### src/shared/pin_mux_pkg.sv
// Purpose: constants shared by the port pin multiplexer
// Assumes: APB register map, 32-bit data, one register per aligned word
// Notes:   five registers, offsets chosen for this block
package pin_mux_pkg;
    localparam int unsigned PORT_W = 8;

    // register byte offsets
    localparam logic [7:0] OFF_PIN_LEVEL = 8'h00;
    localparam logic [7:0] OFF_LATCH     = 8'h04;
    localparam logic [7:0] OFF_DIR       = 8'h08;
    localparam logic [7:0] OFF_AUX       = 8'h0C;
    localparam logic [7:0] OFF_CTRL      = 8'h10;

    // reset values
    localparam logic [7:0] RST_LATCH = 8'h00;
    localparam logic [7:0] RST_DIR   = 8'hFF;
    localparam logic [7:0] RST_AUX   = 8'h00;
    localparam logic [7:0] RST_CTRL  = 8'h01;

    // field positions
    localparam int unsigned AUX_PULLUP_BIT    = 7;
    localparam int unsigned CTRL_MEM_DIS_BIT  = 0;
    localparam int unsigned CTRL_PLACE_BIT    = 1;
    localparam int unsigned CTRL_TWOWIRE_BIT  = 2;
    localparam int unsigned CTRL_SERIAL_EN_BIT = 3;
    localparam int unsigned CTRL_W            = 4;

    // pin positions of serial functions
    localparam int unsigned PIN_SDO = 4;
    localparam int unsigned PIN_SDI = 5;
    localparam int unsigned PIN_SCK = 6;
    localparam int unsigned PIN_SS  = 7;

    localparam int unsigned SYNC_STAGES = 3;
endpackage
### src/core/pin_sync.sv
// Purpose: three-stage input synchroniser with agreement filter
// Assumes: input is asynchronous to clk
// Notes:   output moves only when stages two and three agree
`timescale 1ns/1ns
module pin_sync #(
    parameter int unsigned W = 8
) (
    // clock and reset
    input  wire logic         clk,
    input  wire logic         rst_n,
    // data
    input  wire logic [W-1:0] din,
    output logic      [W-1:0] dout
);
    logic [W-1:0] s1_q;
    logic [W-1:0] s2_q;
    logic [W-1:0] s3_q;
    logic [W-1:0] out_q;
    logic [W-1:0] out_d;

    always_comb begin
        for (int i = 0; i < W; i++) begin
            out_d[i] = (s2_q[i] == s3_q[i]) ? s3_q[i] : out_q[i];
        end
    end

    always_ff @(posedge clk or negedge rst_n) begin
        if (!rst_n) begin
            s1_q  <= '0;
            s2_q  <= '0;
            s3_q  <= '0;
            out_q <= '0;
        end else begin
            s1_q  <= din;
            s2_q  <= s1_q;
            s3_q  <= s2_q;
            out_q <= out_d;
        end
    end

    assign dout = out_q;
endmodule

### src/core/port_d_pin_multiplexer.sv
// Purpose: pin owner selection for an 8-bit bidirectional port
// Assumes: APB slave, single clock, function blocks on the same clock
// Notes:   input buffer type is reported, not modelled electrically
//
// Design decisions made here: the placing of the registers and the APB register port.
`timescale 1ns/1ns
module port_d_pin_multiplexer
    import pin_mux_pkg::*;
#(
    parameter bit HAS_MEMORY_BUS = 1'b1
) (
    // clock and reset
    input  wire logic                        clk,
    input  wire logic                        rst_n,
    // apb slave
    input  wire logic                        psel,
    input  wire logic                        penable,
    input  wire logic                        pwrite,
    input  wire logic [7:0]                  paddr,
    input  wire logic [31:0]                 pwdata,
    output logic      [31:0]                 prdata,
    output logic                             pready,
    output logic                             pslverr,
    // pins
    input  wire logic [pin_mux_pkg::PORT_W-1:0] pin_in,
    output logic      [pin_mux_pkg::PORT_W-1:0] pin_out,
    output logic      [pin_mux_pkg::PORT_W-1:0] pin_oe,
    output logic      [pin_mux_pkg::PORT_W-1:0] pullup_en,
    output logic      [pin_mux_pkg::PORT_W-1:0] threshold_buf_sel,
    // external memory bus
    input  wire logic [pin_mux_pkg::PORT_W-1:0] low_address_data_byte_out,
    input  wire logic                        mem_bus_read_phase,
    output logic      [pin_mux_pkg::PORT_W-1:0] low_address_data_byte_in,
    // parallel host port
    input  wire logic                        parallel_port_active,
    input  wire logic                        parallel_port_drive,
    input  wire logic [pin_mux_pkg::PORT_W-1:0] parallel_port_data_line_out,
    output logic      [pin_mux_pkg::PORT_W-1:0] parallel_port_data_line_in,
    // second serial module
    input  wire logic                        second_serial_data_out,
    input  wire logic                        second_serial_clock_out,
    input  wire logic                        second_twowire_data_oe,
    input  wire logic                        second_twowire_clock_oe,
    input  wire logic                        twowire_threshold_sel,
    output logic                             second_serial_data_in,
    output logic                             second_serial_clock_in,
    output logic                             second_serial_slave_select
);
    import pin_mux_pkg::*;

    localparam int unsigned W = PORT_W;

    // reset release
    logic rst_s1_q;
    logic rst_sync_n;
    always_ff @(posedge clk or negedge rst_n) begin
        if (!rst_n) begin
            rst_s1_q   <= 1'b0;
            rst_sync_n <= 1'b0;
        end else begin
            rst_s1_q   <= 1'b1;
            rst_sync_n <= rst_s1_q;
        end
    end

    // synchronised pins
    logic [W-1:0] pin_s;
    pin_sync #(.W(W)) u_sync (
        .clk  (clk),
        .rst_n(rst_sync_n),
        .din  (pin_in),
        .dout (pin_s)
    );

    // registers
    logic [W-1:0]        latch_q, latch_d;
    logic [W-1:0]        dir_q, dir_d;
    logic [W-1:0]        aux_q, aux_d;
    logic [CTRL_W-1:0]   ctrl_q, ctrl_d;
    logic [31:0]         prdata_q, prdata_d;
    logic                pready_q, pready_d;
    logic                pslverr_q, pslverr_d;

    logic acc;
    logic hit;
    assign acc = psel && penable && !pready_q;
    assign hit = (paddr == OFF_PIN_LEVEL) || (paddr == OFF_LATCH) || (paddr == OFF_DIR)
              || (paddr == OFF_AUX) || (paddr == OFF_CTRL);

    always_comb begin
        latch_d   = latch_q;
        dir_d     = dir_q;
        aux_d     = aux_q;
        ctrl_d    = ctrl_q;
        prdata_d  = prdata_q;
        pready_d  = acc;
        pslverr_d = acc && !hit;
        if (acc && pwrite) begin
            unique case (paddr)
                OFF_PIN_LEVEL: latch_d = pwdata[W-1:0];
                OFF_LATCH:     latch_d = pwdata[W-1:0];
                OFF_DIR:       dir_d   = pwdata[W-1:0];
                OFF_AUX:       aux_d   = pwdata[W-1:0];
                OFF_CTRL:      ctrl_d  = pwdata[CTRL_W-1:0];
                default:       ;
            endcase
        end else if (acc) begin
            unique case (paddr)
                OFF_PIN_LEVEL: prdata_d = {24'h000000, pin_s};
                OFF_LATCH:     prdata_d = {24'h000000, latch_q};
                OFF_DIR:       prdata_d = {24'h000000, dir_q};
                OFF_AUX:       prdata_d = {24'h000000, aux_q};
                OFF_CTRL:      prdata_d = {28'h0000000, ctrl_q};
                default:       prdata_d = 32'h00000000;
            endcase
        end
    end

    always_ff @(posedge clk or negedge rst_sync_n) begin
        if (!rst_sync_n) begin
            latch_q   <= RST_LATCH;
            dir_q     <= RST_DIR;
            aux_q     <= RST_AUX;
            ctrl_q    <= RST_CTRL[CTRL_W-1:0];
            prdata_q  <= 32'h00000000;
            pready_q  <= 1'b0;
            pslverr_q <= 1'b0;
        end else begin
            latch_q   <= latch_d;
            dir_q     <= dir_d;
            aux_q     <= aux_d;
            ctrl_q    <= ctrl_d;
            prdata_q  <= prdata_d;
            pready_q  <= pready_d;
            pslverr_q <= pslverr_d;
        end
    end

    assign prdata  = prdata_q;
    assign pready  = pready_q;
    assign pslverr = pslverr_q;

    // ownership
    logic mem_en;
    logic pp_en;
    logic twowire;
    logic ser_en;
    assign mem_en  = HAS_MEMORY_BUS && !ctrl_q[CTRL_MEM_DIS_BIT];
    assign pp_en   = ctrl_q[CTRL_PLACE_BIT] && parallel_port_active;
    assign twowire = ctrl_q[CTRL_TWOWIRE_BIT];
    assign ser_en  = ctrl_q[CTRL_SERIAL_EN_BIT];

    logic [W-1:0] out_d, oe_d, pu_d, thr_d, ad_in_d, pp_in_d;
    logic [W-1:0] out_q, oe_q, pu_q, thr_q, ad_in_q, pp_in_q;
    logic         sdi_d, sck_d, ss_d;
    logic         sdi_q, sck_q, ss_q;

    always_comb begin
        out_d   = latch_q;
        oe_d    = ~dir_q;
        thr_d   = '0;
        ad_in_d = ad_in_q;
        pp_in_d = pin_s;
        // serial functions replace latch data, and also the drive enables of the two-wire pins and the slave select pin
        if (ser_en) begin
            if (!dir_q[PIN_SDO]) begin
                out_d[PIN_SDO] = second_serial_data_out;
            end
            if (twowire) begin
                oe_d[PIN_SDI]  = second_twowire_data_oe;
                out_d[PIN_SDI] = 1'b0;
                thr_d[PIN_SDI] = twowire_threshold_sel;
                oe_d[PIN_SCK]  = second_twowire_clock_oe;
                out_d[PIN_SCK] = 1'b0;
                thr_d[PIN_SCK] = twowire_threshold_sel;
            end else if (!dir_q[PIN_SCK]) begin
                out_d[PIN_SCK] = second_serial_clock_out;
            end
            // slave select is an input whatever the direction bit says
            oe_d[PIN_SS]  = 1'b0;
            thr_d[PIN_SS] = 1'b1;
        end
        if (pp_en) begin
            out_d = parallel_port_data_line_out;
            oe_d  = {W{parallel_port_drive}};
            thr_d = '1;
        end
        if (mem_en) begin
            out_d = low_address_data_byte_out;
            oe_d  = {W{!mem_bus_read_phase}};
            thr_d = '1;
            if (mem_bus_read_phase) begin
                ad_in_d = pin_s;
            end
        end
        // pull-ups gated by the common enable and by output drive
        pu_d = {W{aux_q[AUX_PULLUP_BIT]}} & ~oe_d;
    end

    always_comb begin
        sdi_d = (ser_en && !twowire && dir_q[PIN_SDI]) ? pin_s[PIN_SDI]
              : (ser_en && twowire) ? pin_s[PIN_SDI] : 1'b0;
        sck_d = (ser_en && (twowire || dir_q[PIN_SCK])) ? pin_s[PIN_SCK]
              : 1'b0;
        ss_d  = ser_en ? pin_s[PIN_SS] : 1'b1;
    end

    always_ff @(posedge clk or negedge rst_sync_n) begin
        if (!rst_sync_n) begin
            out_q   <= '0;
            oe_q    <= '0;
            pu_q    <= '0;
            thr_q   <= '0;
            ad_in_q <= '0;
            pp_in_q <= '0;
            sdi_q   <= 1'b0;
            sck_q   <= 1'b0;
            ss_q    <= 1'b1;
        end else begin
            out_q   <= out_d;
            oe_q    <= oe_d;
            pu_q    <= pu_d;
            thr_q   <= thr_d;
            ad_in_q <= ad_in_d;
            pp_in_q <= pp_in_d;
            sdi_q   <= sdi_d;
            sck_q   <= sck_d;
            ss_q    <= ss_d;
        end
    end

    assign pin_out                    = out_q;
    assign pin_oe                     = oe_q;
    assign pullup_en                  = pu_q;
    assign threshold_buf_sel          = thr_q;
    assign low_address_data_byte_in   = ad_in_q;
    assign parallel_port_data_line_in = pp_in_q;
    assign second_serial_data_in      = sdi_q;
    assign second_serial_clock_in     = sck_q;
    assign second_serial_slave_select = ss_q;

    // checks
    property p_mem_drive;
        @(posedge clk) disable iff (!rst_sync_n)
        (mem_en && !mem_bus_read_phase) |=> (pin_out == $past(low_address_data_byte_out))
                                            && (pin_oe == 8'hFF);
    endproperty
    a_mem_drive: assert property (p_mem_drive) else $error("memory bus not driving pins");

    property p_mem_read;
        @(posedge clk) disable iff (!rst_sync_n)
        (mem_en && mem_bus_read_phase) |=> (pin_oe == 8'h00) && (threshold_buf_sel == 8'hFF)
                                           && (low_address_data_byte_in == $past(pin_s));
    endproperty
    a_mem_read: assert property (p_mem_read) else $error("memory read capture wrong");

    property p_mem_over_pp;
        @(posedge clk) disable iff (!rst_sync_n)
        (mem_en && pp_en) |=> (pin_out == $past(low_address_data_byte_out));
    endproperty
    a_mem_over_pp: assert property (p_mem_over_pp) else $error("memory bus lost priority");

    property p_pp_route;
        @(posedge clk) disable iff (!rst_sync_n)
        (!mem_en && pp_en && parallel_port_drive) |=>
            (pin_out == $past(parallel_port_data_line_out)) && (threshold_buf_sel == 8'hFF);
    endproperty
    a_pp_route: assert property (p_pp_route) else $error("parallel port not routed");

    property p_sdo;
        @(posedge clk) disable iff (!rst_sync_n)
        (!mem_en && !pp_en && ser_en && !dir_q[PIN_SDO]) |=>
            (pin_out[PIN_SDO] == $past(second_serial_data_out)) && pin_oe[PIN_SDO];
    endproperty
    a_sdo: assert property (p_sdo) else $error("serial data out not on pin");

    property p_ss;
        @(posedge clk) disable iff (!rst_sync_n)
        (!mem_en && !pp_en && ser_en) |=> !pin_oe[PIN_SS] && threshold_buf_sel[PIN_SS]
                                          && (second_serial_slave_select == $past(pin_s[PIN_SS]));
    endproperty
    a_ss: assert property (p_ss) else $error("slave select path wrong");

    property p_plain;
        @(posedge clk) disable iff (!rst_sync_n)
        (!mem_en && !pp_en && !ser_en) |=> (pin_oe == ~$past(dir_q)) && (pin_out == $past(latch_q));
    endproperty
    a_plain: assert property (p_plain) else $error("plain port drive wrong");

    property p_pullup;
        @(posedge clk) disable iff (!rst_sync_n)
        !aux_q[AUX_PULLUP_BIT] |=> (pullup_en == 8'h00);
    endproperty
    a_pullup: assert property (p_pullup) else $error("pull-up on while disabled");

    property p_pullup_drive;
        @(posedge clk) disable iff (!rst_sync_n)
        (pin_oe != 8'h00) |-> ((pullup_en & pin_oe) == 8'h00);
    endproperty
    a_pullup_drive: assert property (p_pullup_drive) else $error("pull-up on while driving");
endmodule

### config.mk
export PLATFORM = sky130hd
export DESIGN_NAME = port_d_pin_multiplexer
export DESIGN_NICKNAME = d
export VERILOG_FILES = /design/src/shared/pin_mux_pkg.sv /design/src/core/pin_sync.sv /design/src/core/port_d_pin_multiplexer.sv
export SDC_FILE = /design/constraint.sdc
export NUM_CORES = 1
export LEC_CHECK = 0
export ABC_AREA = 1
export BUFFER_PORTS_ARGS = -buffer_cell sky130_fd_sc_hd__buf_2
export CAP_MARGIN = 20
export CORE_ASPECT_RATIO = 1.75
export CORE_MARGIN = 4
export CORE_UTILIZATION = 51
export CTS_CLUSTER_DIAMETER = 40
export DETAILED_ROUTE_END_ITERATION = 12
export PLACE_DENSITY = 0.81
export SYNTH_ARGS = -nofsm -noshare
export SYNTH_HDL_FRONTEND = slang
export SYNTH_SLANG_ARGS = --single-unit
### constraint.sdc
create_clock -name clk -period 6.93 [get_ports clk]
set_input_delay 0.3465 -clock clk [delete_from_list [all_inputs] [get_ports clk]]
set_output_delay 0.3465 -clock clk [all_outputs]
set_load 0.02 [all_outputs]
==> results.cfg <==
[run_status]
status = finished, final reports clean

[timing]
slew_viol_final = 0
timing.fmax_mhz = 518
worst_slack_ns = 5.00
finalCritPeriodShare_pct = 27.9
grt_setup_unrepaired = false
hold_slack_ns = 0.0284
finalHoldViolations = 0
finClkSkew_ns = 0.0257
min_period_ns = 1.93
fin_tns_setup_ns = 0
setup_viol = 0
tightest_slew_ns = 0.729
relSlewSlack_pct = 51.4

[critical_path]
reg2reg_depth = 5
cp-end-kind = flip-flop
cp_data_required_time_ns = 7.23
cp.arrival_ns = 2.23
critPathKind = flip-flop to flip-flop
r2r-end = pullup_en[0]
rrSetupSlack_ns = 5.00
worst-path-max-fanout = 13
r2r-start = ctrl_q[0]
critPathLaunchType = flip-flop

[layout]
layout_commonest_cell = buf_2
syn2layout_area_growth_pct = 23.1
fin_util_pct = 64.7
fillers = 710
final_cell_mix = buf_2, dfrtp_1, nand2_1
seq_area_mm2 = 0.00297
multi_input_area_mm2 = 0.00149
finish.instance_area_mm2 = 0.00592
diodes = 0
drive_above_1_share_pct = 36.7
final_nets = 653

[synthesis]
syn_area_mm2 = 0.00481
synth_cell_types = 31
synth-simple-area-share_pct = 17.5
synth_top_family_by_area = simple AND/OR/NAND/NOR gates
synth-compound-area-share_pct = 8.58
syn_inst = 457
muxShareOfSynthArea_pct = 1.17
ys_seq_area_share_pct = 61.6
ys_ff_latch = 118
synth_area_per_cell_um2 = 10.5
yosys.area_share.adder_pct = 1.66
synth_xor_area_share_pct = 0
ys_warn_count = 0

[place]
post-place-ws_ns = 5.00
place_area_mm2 = 0.00534
portBuffers = 113
gp_congestion = 0.816
hpwl_um = 7830

[routing]
first_pass_iters = 4
ant_nets = 0
totalWireLength_um = 11200
drt_iter0_drc = 239
remaining_drc_errors = 0
wl_per_cell_um = 15.8
vias_per_cell = 4.92
dr_total_vias = 3485

[die]
row_count = 46
dieArea_mm2 = 0.0111
start_util_pct = 52.6
fp.dieW_um = 81.4
pin_count = 162
die_y_um = 137
core-area_mm2 = 0.00915

[global_routing]
grt_first_pass_wirelength_um = 17800
grt-ovfl-total = 0
grt_max_degree = 60
grtUsageTotal_pct = 21.9
grt_pass1_vias = 3599
antenna_found_initial = 0

[clock_network]
cts.repair.resized = 0
cts_tree = yes
clock_sinks = 118
cts.path.max_buffers = 2
post_cts_buffers = 0
path_clk_slew_ns = 0.05
cts_root_buf = clkbuf_16
clk_latency_ns = 0.43
numCtsBuffers = 17
cts_max_level = 4
cts_hold_buf = 1

[worst_hold_path]
worstHoldStart = pin_in[5]
hold_path_class = input port to flip-flop
hold_depth = 1
min_to = u_sync.s1_q[5]

[power_and_ir_drop]
vdd_drop_max_mv = 0.189
power.leakage_nw = 3.03
powerDensity_mw_per_mm2 = 295

[job]
drv_cap = 0
synthesized netlist by cell type:
| master | n | area, um2 |
|---|---|---|
| nor3_4 | 1 | 16.3 |
| nand3_4 | 2 | 35.0 |
| o211ai_2 | 1 | 12.5 |
| inv_2 | 11 | 41.3 |
| nor2_4 | 3 | 33.8 |
| o21ai_1 | 12 | 60.1 |
| mux2_2 | 5 | 56.3 |
| nand2_2 | 7 | 43.8 |
| a31oi_1 | 2 | 12.5 |
| clkbuf_1 | 1 | 3.75 |
| nand2_4 | 2 | 22.5 |
| nand3_1 | 32 | 160 |
| nor2_2 | 5 | 31.3 |
| dfstp_2 | 10 | 263 |
| or2_2 | 1 | 6.26 |
| conb_1 | 2 | 7.51 |
| dfrtp_1 | 108 | 2700 |
| nor3_1 | 2 | 10.0 |
| nor2_1 | 32 | 120 |
| nand2_1 | 88 | 330 |
| buf_6 | 3 | 33.8 |
| o21ai_2 | 20 | 175 |
| inv_1 | 32 | 120 |
| o211ai_1 | 1 | 7.51 |
| o21ai_0 | 13 | 65.1 |
| nand4_1 | 2 | 12.5 |
| a21oi_1 | 16 | 80.1 |
| buf_4 | 32 | 240 |
| nor2_8 | 1 | 20.0 |
| maj3_1 | 8 | 80.1 |
| buf_2 | 2 | 10.0 |
registers in the layout, indices dropped and copies added, names as in the netlist, 3 cells and up:
register	flops
u_sync.dout	8
u_sync.s1_q	8
pullup_en	8
parallel_port_data_line_in	8
aux_q	8
pin_out	8
threshold_buf_sel	3
latch_q	8
dir_q	8
low_address_data_byte_in	8
ctrl_q	4
pin_oe	8
u_sync.s3_q	8
u_sync.s2_q	8
prdata	8
worst max path at each step:
stage	start	endpoint	slack [ns]	cells after the start
CTS	ctrl_q[0]	pullup_en[0]	4.95	5
global placement	ctrl_q[0]	pullup_en[0]	5.05	5
floorplan	rst_sync_n	aux_q[0]	3.42	0
detailed placement	ctrl_q[0]	pullup_en[0]	5.00	5
finish	ctrl_q[0]	pullup_en[0]	5.00	5
global route	ctrl_q[0]	pullup_en[2]	4.86	5
critical path: stages, from the launching register on:
cell and delay [ns]:
dfstp_2 0.68, inv_2 0.15, nand2_1 0.41, o211ai_2 0.29
o21ai_1 0.22, nor2_1 0.07
kinds of logic (layout without fill, tap and decap cells):
group           count (synthesis)  count (layout)
compound gates                 65              65
fa+ha+maj                       8               8
buf+inv                        81             190
flops                         118             118
mux                             5               5
other cells                     2              25
simple gates                  178             178
per-layer routing:
layer | share of wire (%) | vias to the layer above | GRT usage, %
li1 | - | 1652 | -
met1 | 36 | 1687 | 23.2
met2 | 57 | 130 | 39.5
met3 | 5.6 | 16 | 5.67
met4 | 2.1 | 0 | 9.77
met5 | 0 | - | 0
stage by stage:
| stage | power (mW) | cells |
|---|---|---|
| finish | 1.75 | 709 |
| global route | 1.81 | 709 |
| CTS | 1.76 | 709 |
| detailed placement | 0.918 | 676 |
| global placement | 0.912 | 676 |
| floorplan | 0.868 | 480 |
final cells by class:
type | count | area share [%]
Clock buffer | 19 | 7.65
Timing Repair Buffer | 115 | 9.84
Sequential cell | 118 | 50.1
Multi-Input combinational cell | 281 | 25.1
Tap cell | 120 | 2.53
Inverter | 43 | 2.72
Clock inverter | 13 | 2.05
where the power goes:
group	switching [mW]	internal (mW)	total, mW
registers	0.0301	0.731	0.761
clock network	0.324	0.513	0.837
logic	0.0994	0.0481	0.147
total	0.454	1.29	1.75
No activity file was read; power rests on OpenSTA's default activity.
